### src/srsoc_pkg.sv
// package for the sensor reset and output-state control pair
// assumes both ends run on one 200 MHz core clock
`default_nettype none
package srsoc_pkg;
    // -------------------------------------------------------------
    // clock and timing
    // -------------------------------------------------------------
    localparam int CLK_MHZ = 200;
    // boot interval in microseconds (44.5 ms)
    localparam int BOOT_TIME_US = 44500;
    localparam int BOOT_CYCLES = BOOT_TIME_US * CLK_MHZ;
    // host reset hold and clock margins in clock cycles
    localparam int RST_HOLD_CYCLES = 50;
    localparam int CLK_AFTER_RST_CYCLES = 10;
    localparam int CLK_BEFORE_REL_CYCLES = 10;
    // host cycles in wait before trusting synced ready
    localparam int READY_LAT_CYCLES = 8;
    // power-on reset stretch in cycles
    localparam int POR_CYCLES = 16;
    // -------------------------------------------------------------
    // soft reset register
    // -------------------------------------------------------------
    localparam logic [15:0] SYSTEM_CONTROL_REG_ADDR = 16'h001A;
    localparam int SOFT_RST_BIT = 0;
    localparam logic [15:0] SYSTEM_CONTROL_REG_RST = 16'h0000;
    // -------------------------------------------------------------
    // frame geometry
    // -------------------------------------------------------------
    localparam int ACT_COLS = 16;
    localparam int HBLANK_COLS = 8;
    localparam int ACT_ROWS = 8;
    localparam int VBLANK_ROWS = 4;
    localparam logic [9:0] BLANK_WORD = 10'h000;
    localparam int CNT_W = 32;
endpackage : srsoc_pkg
`default_nettype wire

### src/srsoc_if.sv
// link between the sensor reset/output block and its host
// assumes the device end resolves tristate pins from the enables
`default_nettype none
interface srsoc_if;
    logic rst_bar_pin;
    logic rst_bar_oe;
    logic boot_sel_pin;
    logic boot_sel_oe;
    logic oe_bar_pin;
    logic clk_run;
    logic wr_valid;
    logic [15:0] wr_addr;
    logic [15:0] wr_data;
    logic ready;
    logic [7:0] pix_data;
    logic [1:0] pix_lsb;
    logic pixel_out_clock;
    logic row_active_flag;
    logic frame_active_flag;
    logic par_oe;
    logic [3:0] lane_out;
    logic streaming;
    modport dev (
        input rst_bar_pin, rst_bar_oe, boot_sel_pin, boot_sel_oe, oe_bar_pin, clk_run,
        input wr_valid, wr_addr, wr_data,
        output ready, pix_data, pix_lsb, pixel_out_clock, row_active_flag,
        output frame_active_flag, par_oe, lane_out, streaming
    );
    modport host (
        output rst_bar_pin, rst_bar_oe, boot_sel_pin, boot_sel_oe, oe_bar_pin, clk_run,
        output wr_valid, wr_addr, wr_data,
        input ready, streaming
    );
endinterface : srsoc_if
`default_nettype wire

### src/srsoc_dev.sv
// device end: merges resets, runs boot, sets output pin states
// assumes host pins arrive asynchronously; high-Z is resolved here from the enables
// Behaviour
// - blanking surrounds frames, data zero
// - row flag high only on pixels
// - power-on reset without external pulse
// - pin, soft and power-on resets
// - parallel outputs high-Z in reset/standby
// - serial lanes driven zero in reset/standby
// - serial writes need running clock
// - soft reset equals hard reset
// - floating reset/boot-select read high
// - low reset pin enters reset state
// - output-enable high keeps boot high-Z
// - host holds reset fifty cycles
// - clock ten cycles before release
// - boot interval before ready
// - host polls for readiness
// - host waits boot before commands; host waits only after its own resets, not after power-on
// - boot-select picks streaming or standby
// - bit zero of control register
`default_nettype none
module srsoc_dev #(
    parameter int BOOT_CYCLES = srsoc_pkg::BOOT_CYCLES
) (
    input wire logic core_clk,
    input wire logic rst,
    srsoc_if.dev lnk,
    output logic in_reset,
    output logic booted
);
    typedef enum logic [1:0] {SRSOC_BOOT, SRSOC_STANDBY, SRSOC_STREAM} srsoc_dst_t;
    srsoc_dst_t st_ff;
    logic [4:0] por_cnt_ff;
    logic por_ff;
    logic pin_s1_ff, pin_s2_ff, sel_s1_ff, sel_s2_ff;
    logic clk_s1_ff, clk_s2_ff;
    logic soft_ff;
    logic irst_a_ff, irst_ff;
    logic int_rst;
    logic [srsoc_pkg::CNT_W-1:0] boot_cnt_ff;
    logic boot_sel_ff;
    logic [7:0] col_ff;
    logic [7:0] row_ff;
    logic pclk_ff, row_flag_ff, frame_flag_ff, par_oe_ff, ready_ff, stream_ff;
    logic [9:0] word_ff;
    logic pin_lvl, sel_lvl;

    // ---------------------------------------------------------------
    // input conditioning
    // ---------------------------------------------------------------
    // undriven pins read high
    assign pin_lvl = lnk.rst_bar_oe ? lnk.rst_bar_pin : 1'b1;
    assign sel_lvl = lnk.boot_sel_oe ? lnk.boot_sel_pin : 1'b1;

    // two-flop synchronisers
    always_ff @(posedge core_clk or posedge rst) begin
        if (rst) begin
            pin_s1_ff <= 1'b1;
            pin_s2_ff <= 1'b1;
            sel_s1_ff <= 1'b1;
            sel_s2_ff <= 1'b1;
            clk_s1_ff <= 1'b0;
            clk_s2_ff <= 1'b0;
        end else begin
            pin_s1_ff <= pin_lvl;
            pin_s2_ff <= pin_s1_ff;
            sel_s1_ff <= sel_lvl;
            sel_s2_ff <= sel_s1_ff;
            clk_s1_ff <= lnk.clk_run;
            clk_s2_ff <= clk_s1_ff;
        end
    end

    // ---------------------------------------------------------------
    // reset sources
    // ---------------------------------------------------------------
    // power-on reset stretch
    always_ff @(posedge core_clk or posedge rst) begin
        if (rst) begin
            por_cnt_ff <= 5'h00;
            por_ff <= 1'b1;
        end else if (por_ff) begin
            por_cnt_ff <= por_cnt_ff + 5'h01;
            if (por_cnt_ff == 5'(srsoc_pkg::POR_CYCLES - 1)) begin
                por_ff <= 1'b0;
            end
        end
    end

    // soft reset bit in control register
    // writes only taken while clock runs
    always_ff @(posedge core_clk or posedge rst) begin
        if (rst) begin
            soft_ff <= 1'b0;
        end else if (lnk.wr_valid && clk_s2_ff && lnk.wr_addr == srsoc_pkg::SYSTEM_CONTROL_REG_ADDR) begin
            soft_ff <= lnk.wr_data[srsoc_pkg::SOFT_RST_BIT];
        end
    end

    always_ff @(posedge core_clk or posedge rst) begin
        if (rst) begin
            irst_a_ff <= 1'b1;
            irst_ff <= 1'b1;
        end else begin
            irst_a_ff <= por_ff | ~pin_s2_ff | soft_ff;
            irst_ff <= irst_a_ff;
        end
    end
    assign int_rst = irst_ff;

    // ---------------------------------------------------------------
    // boot and system state
    // ---------------------------------------------------------------
    // boot count, boot-select choice
    always_ff @(posedge core_clk or posedge rst) begin
        if (rst) begin
            st_ff <= SRSOC_BOOT;
            boot_cnt_ff <= '0;
            boot_sel_ff <= 1'b1;
        end else if (int_rst) begin
            st_ff <= SRSOC_BOOT;
            boot_cnt_ff <= '0;
            boot_sel_ff <= sel_s2_ff;
        end else begin
            case (st_ff)
                SRSOC_BOOT: begin
                    boot_cnt_ff <= boot_cnt_ff + 1'b1;
                    if (boot_cnt_ff == srsoc_pkg::CNT_W'(BOOT_CYCLES - 1)) begin
                        st_ff <= boot_sel_ff ? SRSOC_STREAM : SRSOC_STANDBY;
                    end
                end
                SRSOC_STANDBY: st_ff <= SRSOC_STANDBY;
                SRSOC_STREAM: st_ff <= SRSOC_STREAM;
                default: st_ff <= SRSOC_BOOT;
            endcase
        end
    end

    // ---------------------------------------------------------------
    // frame timing
    // ---------------------------------------------------------------
    // column and row counters, one word per two core clocks
    always_ff @(posedge core_clk or posedge rst) begin
        if (rst) begin
            pclk_ff <= 1'b0;
            col_ff <= 8'h00;
            row_ff <= 8'h00;
        end else if (int_rst || st_ff != SRSOC_STREAM) begin
            pclk_ff <= 1'b0;
            col_ff <= 8'h00;
            row_ff <= 8'h00;
        end else begin
            pclk_ff <= ~pclk_ff;
            if (pclk_ff) begin
                if (col_ff == 8'(srsoc_pkg::ACT_COLS + srsoc_pkg::HBLANK_COLS - 1)) begin
                    col_ff <= 8'h00;
                    row_ff <= (row_ff == 8'(srsoc_pkg::ACT_ROWS + srsoc_pkg::VBLANK_ROWS - 1)) ?
                        8'h00 : row_ff + 8'h01;
                end else begin
                    col_ff <= col_ff + 8'h01;
                end
            end
        end
    end

    // zero words in blanking, row flag
    always_ff @(posedge core_clk or posedge rst) begin
        if (rst) begin
            row_flag_ff <= 1'b0;
            frame_flag_ff <= 1'b0;
            word_ff <= srsoc_pkg::BLANK_WORD;
        end else if (int_rst || st_ff != SRSOC_STREAM) begin
            row_flag_ff <= 1'b0;
            frame_flag_ff <= 1'b0;
            word_ff <= srsoc_pkg::BLANK_WORD;
        end else begin
            frame_flag_ff <= (row_ff < 8'(srsoc_pkg::ACT_ROWS));
            row_flag_ff <= (row_ff < 8'(srsoc_pkg::ACT_ROWS)) && (col_ff < 8'(srsoc_pkg::ACT_COLS));
            word_ff <= ((row_ff < 8'(srsoc_pkg::ACT_ROWS)) && (col_ff < 8'(srsoc_pkg::ACT_COLS))) ?
                {row_ff[4:0], col_ff[4:0]} : srsoc_pkg::BLANK_WORD;
        end
    end

    // ---------------------------------------------------------------
    // output pin state
    // ---------------------------------------------------------------
    // parallel enable only when streaming
    always_ff @(posedge core_clk or posedge rst) begin
        if (rst) begin
            par_oe_ff <= 1'b0;
            ready_ff <= 1'b0;
            stream_ff <= 1'b0;
        end else begin
            par_oe_ff <= ~int_rst && st_ff == SRSOC_STREAM;
            ready_ff <= ~int_rst && st_ff != SRSOC_BOOT;
            stream_ff <= ~int_rst && st_ff == SRSOC_STREAM;
        end
    end

    always_ff @(posedge core_clk or posedge rst) begin
        if (rst) begin
            in_reset <= 1'b1;
            booted <= 1'b0;
        end else begin
            in_reset <= int_rst;
            booted <= ~int_rst && st_ff != SRSOC_BOOT;
        end
    end

    assign lnk.pix_data = word_ff[9:2];
    assign lnk.pix_lsb = word_ff[1:0];
    assign lnk.pixel_out_clock = pclk_ff;
    assign lnk.row_active_flag = row_flag_ff;
    assign lnk.frame_active_flag = frame_flag_ff;
    assign lnk.par_oe = par_oe_ff;
    assign lnk.lane_out = 4'h0;
    assign lnk.ready = ready_ff;
    assign lnk.streaming = stream_ff;
endmodule : srsoc_dev
`default_nettype wire

### src/flat_wrapper.sv
// flat-port wrapper written by rule: the top's interface ports become plain ports
module srsoc_dev_flat 
#(
    parameter int BOOT_CYCLES = srsoc_pkg::BOOT_CYCLES
)
  (core_clk, rst, in_reset, booted, lnk_rst_bar_pin, lnk_rst_bar_oe, lnk_boot_sel_pin, lnk_boot_sel_oe, lnk_oe_bar_pin, lnk_clk_run, lnk_wr_valid, lnk_wr_addr, lnk_wr_data, lnk_ready, lnk_pix_data, lnk_pix_lsb, lnk_pixel_out_clock, lnk_row_active_flag, lnk_frame_active_flag, lnk_par_oe, lnk_lane_out, lnk_streaming);
  srsoc_if lnk_i ();
  input wire logic core_clk;
  input wire logic rst;
  output logic in_reset;
  output logic booted;
  input wire logic [$bits(lnk_i.rst_bar_pin)-1:0] lnk_rst_bar_pin;
  input wire logic [$bits(lnk_i.rst_bar_oe)-1:0] lnk_rst_bar_oe;
  input wire logic [$bits(lnk_i.boot_sel_pin)-1:0] lnk_boot_sel_pin;
  input wire logic [$bits(lnk_i.boot_sel_oe)-1:0] lnk_boot_sel_oe;
  input wire logic [$bits(lnk_i.oe_bar_pin)-1:0] lnk_oe_bar_pin;
  input wire logic [$bits(lnk_i.clk_run)-1:0] lnk_clk_run;
  input wire logic [$bits(lnk_i.wr_valid)-1:0] lnk_wr_valid;
  input wire logic [$bits(lnk_i.wr_addr)-1:0] lnk_wr_addr;
  input wire logic [$bits(lnk_i.wr_data)-1:0] lnk_wr_data;
  output wire logic [$bits(lnk_i.ready)-1:0] lnk_ready;
  output wire logic [$bits(lnk_i.pix_data)-1:0] lnk_pix_data;
  output wire logic [$bits(lnk_i.pix_lsb)-1:0] lnk_pix_lsb;
  output wire logic [$bits(lnk_i.pixel_out_clock)-1:0] lnk_pixel_out_clock;
  output wire logic [$bits(lnk_i.row_active_flag)-1:0] lnk_row_active_flag;
  output wire logic [$bits(lnk_i.frame_active_flag)-1:0] lnk_frame_active_flag;
  output wire logic [$bits(lnk_i.par_oe)-1:0] lnk_par_oe;
  output wire logic [$bits(lnk_i.lane_out)-1:0] lnk_lane_out;
  output wire logic [$bits(lnk_i.streaming)-1:0] lnk_streaming;
  assign lnk_i.rst_bar_pin = lnk_rst_bar_pin;
  assign lnk_i.rst_bar_oe = lnk_rst_bar_oe;
  assign lnk_i.boot_sel_pin = lnk_boot_sel_pin;
  assign lnk_i.boot_sel_oe = lnk_boot_sel_oe;
  assign lnk_i.oe_bar_pin = lnk_oe_bar_pin;
  assign lnk_i.clk_run = lnk_clk_run;
  assign lnk_i.wr_valid = lnk_wr_valid;
  assign lnk_i.wr_addr = lnk_wr_addr;
  assign lnk_i.wr_data = lnk_wr_data;
  assign lnk_ready = lnk_i.ready;
  assign lnk_pix_data = lnk_i.pix_data;
  assign lnk_pix_lsb = lnk_i.pix_lsb;
  assign lnk_pixel_out_clock = lnk_i.pixel_out_clock;
  assign lnk_row_active_flag = lnk_i.row_active_flag;
  assign lnk_frame_active_flag = lnk_i.frame_active_flag;
  assign lnk_par_oe = lnk_i.par_oe;
  assign lnk_lane_out = lnk_i.lane_out;
  assign lnk_streaming = lnk_i.streaming;
  srsoc_dev #(.BOOT_CYCLES(BOOT_CYCLES)) u_core (.core_clk(core_clk), .rst(rst), .lnk(lnk_i), .in_reset(in_reset), .booted(booted));
endmodule
### config.mk
export PLATFORM = sky130hd
export DESIGN_NAME = srsoc_dev_flat
export DESIGN_NICKNAME = d
export VERILOG_FILES = /design/src/srsoc_pkg.sv /design/src/srsoc_if.sv /design/src/srsoc_dev.sv /design/src/flat_wrapper.sv
export SDC_FILE = /design/constraint.sdc
export NUM_CORES = 1
export LEC_CHECK = 0
export ABC_AREA = 1
export BUFFER_PORTS_ARGS = -buffer_cell sky130_fd_sc_hd__buf_4
export CORE_AREA = 2 2 113 115
export DETAILED_ROUTE_END_ITERATION = 7
export DIE_AREA = 0 0 115 117
export PLACE_DENSITY_LB_ADDON = 0.2
export SETUP_SLACK_MARGIN = 0.3
export SLEW_MARGIN = 20
export SYNTH_ARGS = -nofsm -noshare
export SYNTH_HDL_FRONTEND = slang
export SYNTH_SLANG_ARGS = --single-unit
### constraint.sdc
create_clock -name core_clk -period 2.75 [get_ports core_clk]
set_input_delay 0.1375 -clock core_clk [delete_from_list [all_inputs] [get_ports core_clk]]
set_output_delay 0.1375 -clock core_clk [all_outputs]
set_load 0.005 [all_outputs]
# Word level (Yosys, flattened, before mapping)
# Cells that the tools add are included.
[word_totals]
regBits = 82
output_inout_bits = 22
[op_classes]
n_lt_le_gt_ge = 2
bitwise_logic = 5
add_sub_neg = 4
reduce_logical = 12
mux = 22
n_eq_ne = 9
[ops]
columns = ["op", "count"]
rows = [
  ["$mux W32", 2],
  ["$mux W8", 7],
  ["$add A32 B1 Y32 const B", 1],
  ["$eq A32 B24 Y1 const B", 1],
  ["$mux W10", 2],
  ["$add A8 B1 Y8 const B", 2],
  ["$eq A16 B5 Y1 const B", 1],
  ["$eq A8 B4 Y1 const B", 1],
  ["$eq A8 B5 Y1 const B", 1],
  ["$lt A8 B4 Y1 const B", 1],
  ["$lt A8 B5 Y1 const B", 1],
  ["$reduce_bool A2 Y1", 4],
  ["$mux W1", 7],
  ["$mux W2", 3],
  ["$pmux W2 S3", 1],
  ["$add A5 B1 Y5 const B", 1],
  ["$eq A5 B4 Y1 const B", 1],
  ["$logic_and A1 B1 Y1", 5],
  ["$ne A3 B1 Y1 const B", 1],
  ["$not A1 Y1", 3],
  ["$eq A2 B1 Y1 const B", 1],
  ["$eq A2 B2 Y1 const B", 1],
  ["$logic_not A2 Y1", 1],
  ["$ne A2 B2 Y1 const B", 1],
  ["3 further kinds", 4],
]

# Depth between registers and ports, before layout
[logic_depth]
ltp_word = 5
mapped_depth = 10
ltp_nobuf = 9

# Least setup slack after synthesis
# No wires, ideal clock.
[synth_timing]
kind = "register to register"
startpoint = "register u_core.irst_ff, in the netlist u_core.int_rst"
endpoint = "register u_core.boot_cnt_ff[20] (netlist bit)"
setup_time_ns = 0.117
stages_incl_launch_ff = 9
required_time_ns = 2.633
n_path_buf = 1
arrival_time_ns = 1.341
setup_slack_ns = 1.292
path_cell_list = "dfstp_2 > inv_2 > o21ai_4 > nand3_4 > nor2_4 > buf_6 > nand2_4 > o21ai_1 > nor2_1"
[synth_between]
elab_chain_cells = 1
[synth_lines]
columns = ["element", "line_no", "source"]
rows = [
  ["start, declared", "srsoc_dev.sv:39", "logic irst_a_ff, irst_ff;"],
  ["start signal, assigned", "srsoc_dev.sv:107", "irst_ff <= irst_a_ff;"],
  ["$mux W32 / $reduce_bool A2 Y1 (equally long branches)", "n/a", ""],
  ["end signal, assigned", "srsoc_dev.sv:128", "boot_cnt_ff <= boot_cnt_ff + 1'b1;"],
  ["end, declared", "srsoc_dev.sv:41", "logic [srsoc_pkg::CNT_W-1:0] boot_cnt_ff;"],
]
# Parallel ways exist; a longest one is shown, timed or not.
# A chain may end at the register's enable or synchronous reset.

# Final worst setup path
[layout_timing]
startpoint = "register u_core.irst_ff, in the netlist u_core.int_rst"
endpoint = "register u_core.boot_cnt_ff[22] (netlist bit)"
# The elaborated chain is that of the path after synthesis.

==> Flow_metrics.wiki <==
{| class="wikitable"
! Metric !! Value
|-
| Layout Cells excl Fill || 741
|-
| Synthesized area divided by synthesized cell count || 7.87 um2
|-
| Met3 WL || 422 um
|-
| Final min period || 2.01 ns
|-
| Routed wl met2 || 4130 um
|-
| Clock Skews || 0.00837 ns
|-
| Die span in x || 115 um
|-
| Number of flip-flops and latches in the synthesized netlist || 82
|-
| Hold worst-path end || u_core.soft_ff
|-
| Post-synth top cells || sky130_fd_sc_hd__nand2_1, sky130_fd_sc_hd__inv_1, sky130_fd_sc_hd__nor2_1
|-
| GR Util All Layers || 14.8%
|-
| Detailed placement HPWL || 6280 um
|-
| Average vias per placed instance || 4.71
|-
| Remaining max-slew budget at the tightest pin || 53.3%
|-
| Clock tree root driver cell || sky130_fd_sc_hd__clkbuf_16
|-
| Grt ovf || 0
|-
| Net total in the final layout || 632
|-
| Worst path bufs/invs || 2
|-
| Clock-pin transition on the worst setup and hold timing paths || 0.06 ns
|-
| Biggest area consumer among synthesized cells || sky130_fd_sc_hd__dfrtp_1
|-
| Maximum number of pins on one net before global-route repair || 43
|-
| Cell family with most CP delay || simple AND/OR/NAND/NOR gates
|-
| Die span in y || 117 um
|-
| Fin. max-slew vios || 0
|-
| Internal reg-to-reg setup slack || 0.74 ns
|-
| Slowest stage delay, CP || 0.58 ns
|-
| Cell count after synthesis || 531
|-
| Sequential-to-total area share from yosys stat || 49.4%
|-
| Vias in the first global route || 3380
|-
| Leakage || 2.42 nW
|-
| Number of maximum-capacitance violations || 0
|-
| Reg2Reg Depth || 8
|-
| Detail-routed net length per standard cell || 11.8 um
|-
| Number of sinks handled by clock tree synthesis || 82
|-
| Die Outline Area || 13500 um2
|-
| Number of failing hold endpoints at the final stage || 0
|-
| Fraction of final layout cells sized beyond drive strength 1 || 14.7%
|-
| Slew of the pin with the lowest slew margin || 0.700 ns
|-
| Type of the worst setup path || reg -> reg
|-
| Std cell rows || 41
|-
| Worst Setup End Kind || flip-flop
|-
| Number of antenna violations at the first check in global routing || 0
|-
| Critical path data arrival time || 2.29 ns
|-
| Antenna violation net count after detailed routing || 0
|-
| Outcome || complete, no violations
|-
| IO buf count || 42
|-
| Startpoint type of the worst setup path || flip-flop
|-
| Number of diodes added for antenna fixing || 0
|-
| Area contributors post-synth || sky130_fd_sc_hd__dfrtp_1, sky130_fd_sc_hd__nand2_1, sky130_fd_sc_hd__inv_1
|-
| Peak supply drop || 0.257 mV
|-
| Setup TNS || 0 ns
|-
| Tcrit/Tclk final || 73.3%
|-
| Placed Cells incl. Taps || 719
|-
| Starting utilization of the core area || 34.0%
|-
| Number of DRC violations after detailed-routing iteration 0 || 200
|-
| Area inside the core boundary || 12300 um2
|-
| Worst r2r dst || u_core.boot_cnt_ff[22]
|-
| Hold Crit Start || lnk_wr_data[0]
|-
| Total CTS buffers || 9
|-
| Clock tree from TritonCTS || yes
|-
| WL final || 8780 um
|-
| Wire length of the first global-routing pass || 15800 um
|-
| Final estimated routing congestion in global placement || 0.860
|-
| Hold Path Stages || 3
|-
| Count of synthesis-stage warnings from yosys || 0
|-
| Cells along the critical path || inv_2 -> o21ai_4 -> nand3_4 -> nor2_4 -> nand3_1 -> nand2_1 -> inv_1 -> nor2_1
|-
| DRC errors left || 0
|-
| Area added between synthesis and finish || 19.5%
|-
| Detailed-routing wirelength on met1 || 4030 um
|-
| Fraction of synthesized cell area taken by the top area cell type || 43.7%
|-
| Total power density per cell area || 509 nW/um2
|-
| Number of primary I/O pins || 63
|-
| Quantity of gates resized following cts || 0
|-
| Asr flop ratio synth || 100%
|-
| Dominant register cell in the synthesized netlist || sky130_fd_sc_hd__dfrtp_1
|-
| Top layer used by detailed routing || met4
|-
| Unrepaired setup endpoints after global routing || false
|-
| Worst-path maximum fanout || 35
|-
| Total standard cell area after synthesis || 4180 um2
|-
| Final setup violation count || 0
|-
| HP Class || in -> reg
|-
| Via count || 3487
|-
| Maximum clock frequency || 0.496 GHz
|-
| Number of levels the H-tree was split into || 3
|-
| Drt first pass iters || 4
|-
| R2r startpoint || u_core.int_rst
|-
| Clock latency reported for the late side of the worst-skew pair || 0.34 ns
|-
| CTS Buffer Depth || 2
|-
| Standard cell with the maximum stage delay on the critical path || sky130_fd_sc_hd__dfstp_2
|-
| Data required time at the worst endpoint || 3.02 ns
|-
| Number of enable-type register cells in the synthesized netlist || 0
|-
| Number of distinct library cells after synthesis || 35
|-
| Leading cell type by number of instances after synthesis || sky130_fd_sc_hd__nand2_1
|}
==> final cells by class <==
class,instances,area (um2)
inverter,78,294
fill,1272,7320
clock inverter,4,26.3
clock buffer,12,256
sequential,82,2060
timing repair buffer,49,395
multi-input combinational,366,1770
tap,150,188
==> worst register-to-register path, delay by kind of cell (launching register included) <==
family          cells  cell delay (ns)
flops               1             0.58
compound gates      1             0.27
buf+inv             2             0.31
simple gates        5             0.79
==> report_power, final <==
part	internal (mW)	switching, mW	leakage (nW)	total (mW)
logic	0.0601	0.0716	1.18	0.132
clock network	0.661	0.482	0.139	1.14
registers	1.24	0.0256	1.10	1.27
==> kinds of logic (layout without fill, tap and decap cells) <==
| kind of cell | count (synthesis) | after routing | share of synthesized area (%) |
|---|---|---|---|
| simple gates | 290 | 290 | 31.3 |
| buf+inv | 89 | 143 | 8.83 |
| flops | 82 | 82 | 49.4 |
| compound gates | 56 | 56 | 7.24 |
| xor+xnor | 8 | 8 | 1.68 |
| fa+ha+maj | 5 | 5 | 1.50 |
| other cells | 1 | 7 | 0.0897 |
==> repair_timing <==
| item | CTS | global route |
|---|---|---|
| buffers inserted | 0 | 0 |
| endpoints found under the hold margin | 34 | 0 |
| hold buffers | 6 | 0 |
==> state kept, by name, summed over array words and instances, names as in the netlist <==
name and count:
u_core.boot_cnt_ff 32, u_core.boot_sel_ff 1, u_core.clk_s1_ff 1, u_core.clk_s2_ff 1, u_core.col_ff 8, u_core.in_reset 1
u_core.int_rst 1, u_core.irst_a_ff 1, u_core.lnk.frame_active_flag 1, u_core.lnk.par_oe 1, u_core.lnk.pixel_out_clock 1, u_core.lnk.ready 1
u_core.lnk.row_active_flag 1, u_core.pin_s1_ff 1, u_core.pin_s2_ff 1, u_core.por_cnt_ff 5, u_core.por_ff 1, u_core.row_ff 8
u_core.sel_s1_ff 1, u_core.sel_s2_ff 1, u_core.soft_ff 1, u_core.st_ff 2, u_core.word_ff 10
==> layer usage <==
metal	vias to the layer above	global-route usage [%]
met5	-	0
met4	0	6.75
met3	14	2.32
met2	77	23.7
met1	1609	20.0
li1	1787	-
==> through the flow <==
| stage | setup slack (ns) | util [%] | cell area, um2 | total power, mW | hold WS (ns) |
|---|---|---|---|---|---|
| floorplan | 0.519 | - | 4200 | 1.37 | 0.169 |
| global placement | 0.717 | 37.8 | 4650 | 1.42 | 0.249 |
| detailed placement | 0.710 | 37.8 | 4650 | 1.42 | 0.248 |
| CTS | 0.695 | 40.6 | 4990 | 2.59 | 0.0414 |
| global route | 0.540 | 40.6 | 4990 | 2.67 | 0.0790 |
| finish | 0.736 | 40.6 | 4990 | 2.54 | 0.0520 |
==> how the worst max path moves through the flow <==
stage,from,endpoint,slack (ns),depth (start not counted)
after floorplan,rst,u_core.boot_cnt_ff[0],0.52,1
after global placement,u_core.int_rst,u_core.boot_cnt_ff[24],0.72,8
after detailed placement,u_core.int_rst,u_core.boot_cnt_ff[22],0.71,8
after CTS,u_core.int_rst,u_core.boot_cnt_ff[22],0.70,8
after global routing,u_core.int_rst,u_core.col_ff[5],0.54,7
final,u_core.int_rst,u_core.boot_cnt_ff[22],0.74,8
==> cell usage in the layout (no fill, tap or decap), types with 2 or more instances in the layout <==
cell type                       count
sky130_fd_sc_hd__nand2_1          132
sky130_fd_sc_hd__inv_1             75
sky130_fd_sc_hd__nor2_1            75
sky130_fd_sc_hd__dfrtp_1           73
sky130_fd_sc_hd__buf_4             42
sky130_fd_sc_hd__nand3_1           28
sky130_fd_sc_hd__o21ai_0           26
sky130_fd_sc_hd__a21oi_1           22
sky130_fd_sc_hd__nor3_1            19
sky130_fd_sc_hd__nand4_1           16
sky130_fd_sc_hd__clkbuf_16          9
sky130_fd_sc_hd__dfstp_2            9
sky130_fd_sc_hd__xor2_1             8
sky130_fd_sc_hd__conb_1             7
sky130_fd_sc_hd__dlygate4sd3_1      6
sky130_fd_sc_hd__nor2_2             5
sky130_fd_sc_hd__ha_1               5
sky130_fd_sc_hd__nand3_4            3
sky130_fd_sc_hd__nor2_4             3
sky130_fd_sc_hd__a31oi_1            3
sky130_fd_sc_hd__clkinv_2           3
sky130_fd_sc_hd__inv_2              2
sky130_fd_sc_hd__nand2_2            2
sky130_fd_sc_hd__nor3b_1            2
sky130_fd_sc_hd__clkbuf_8           2
(Power assumes the default switching activity.)
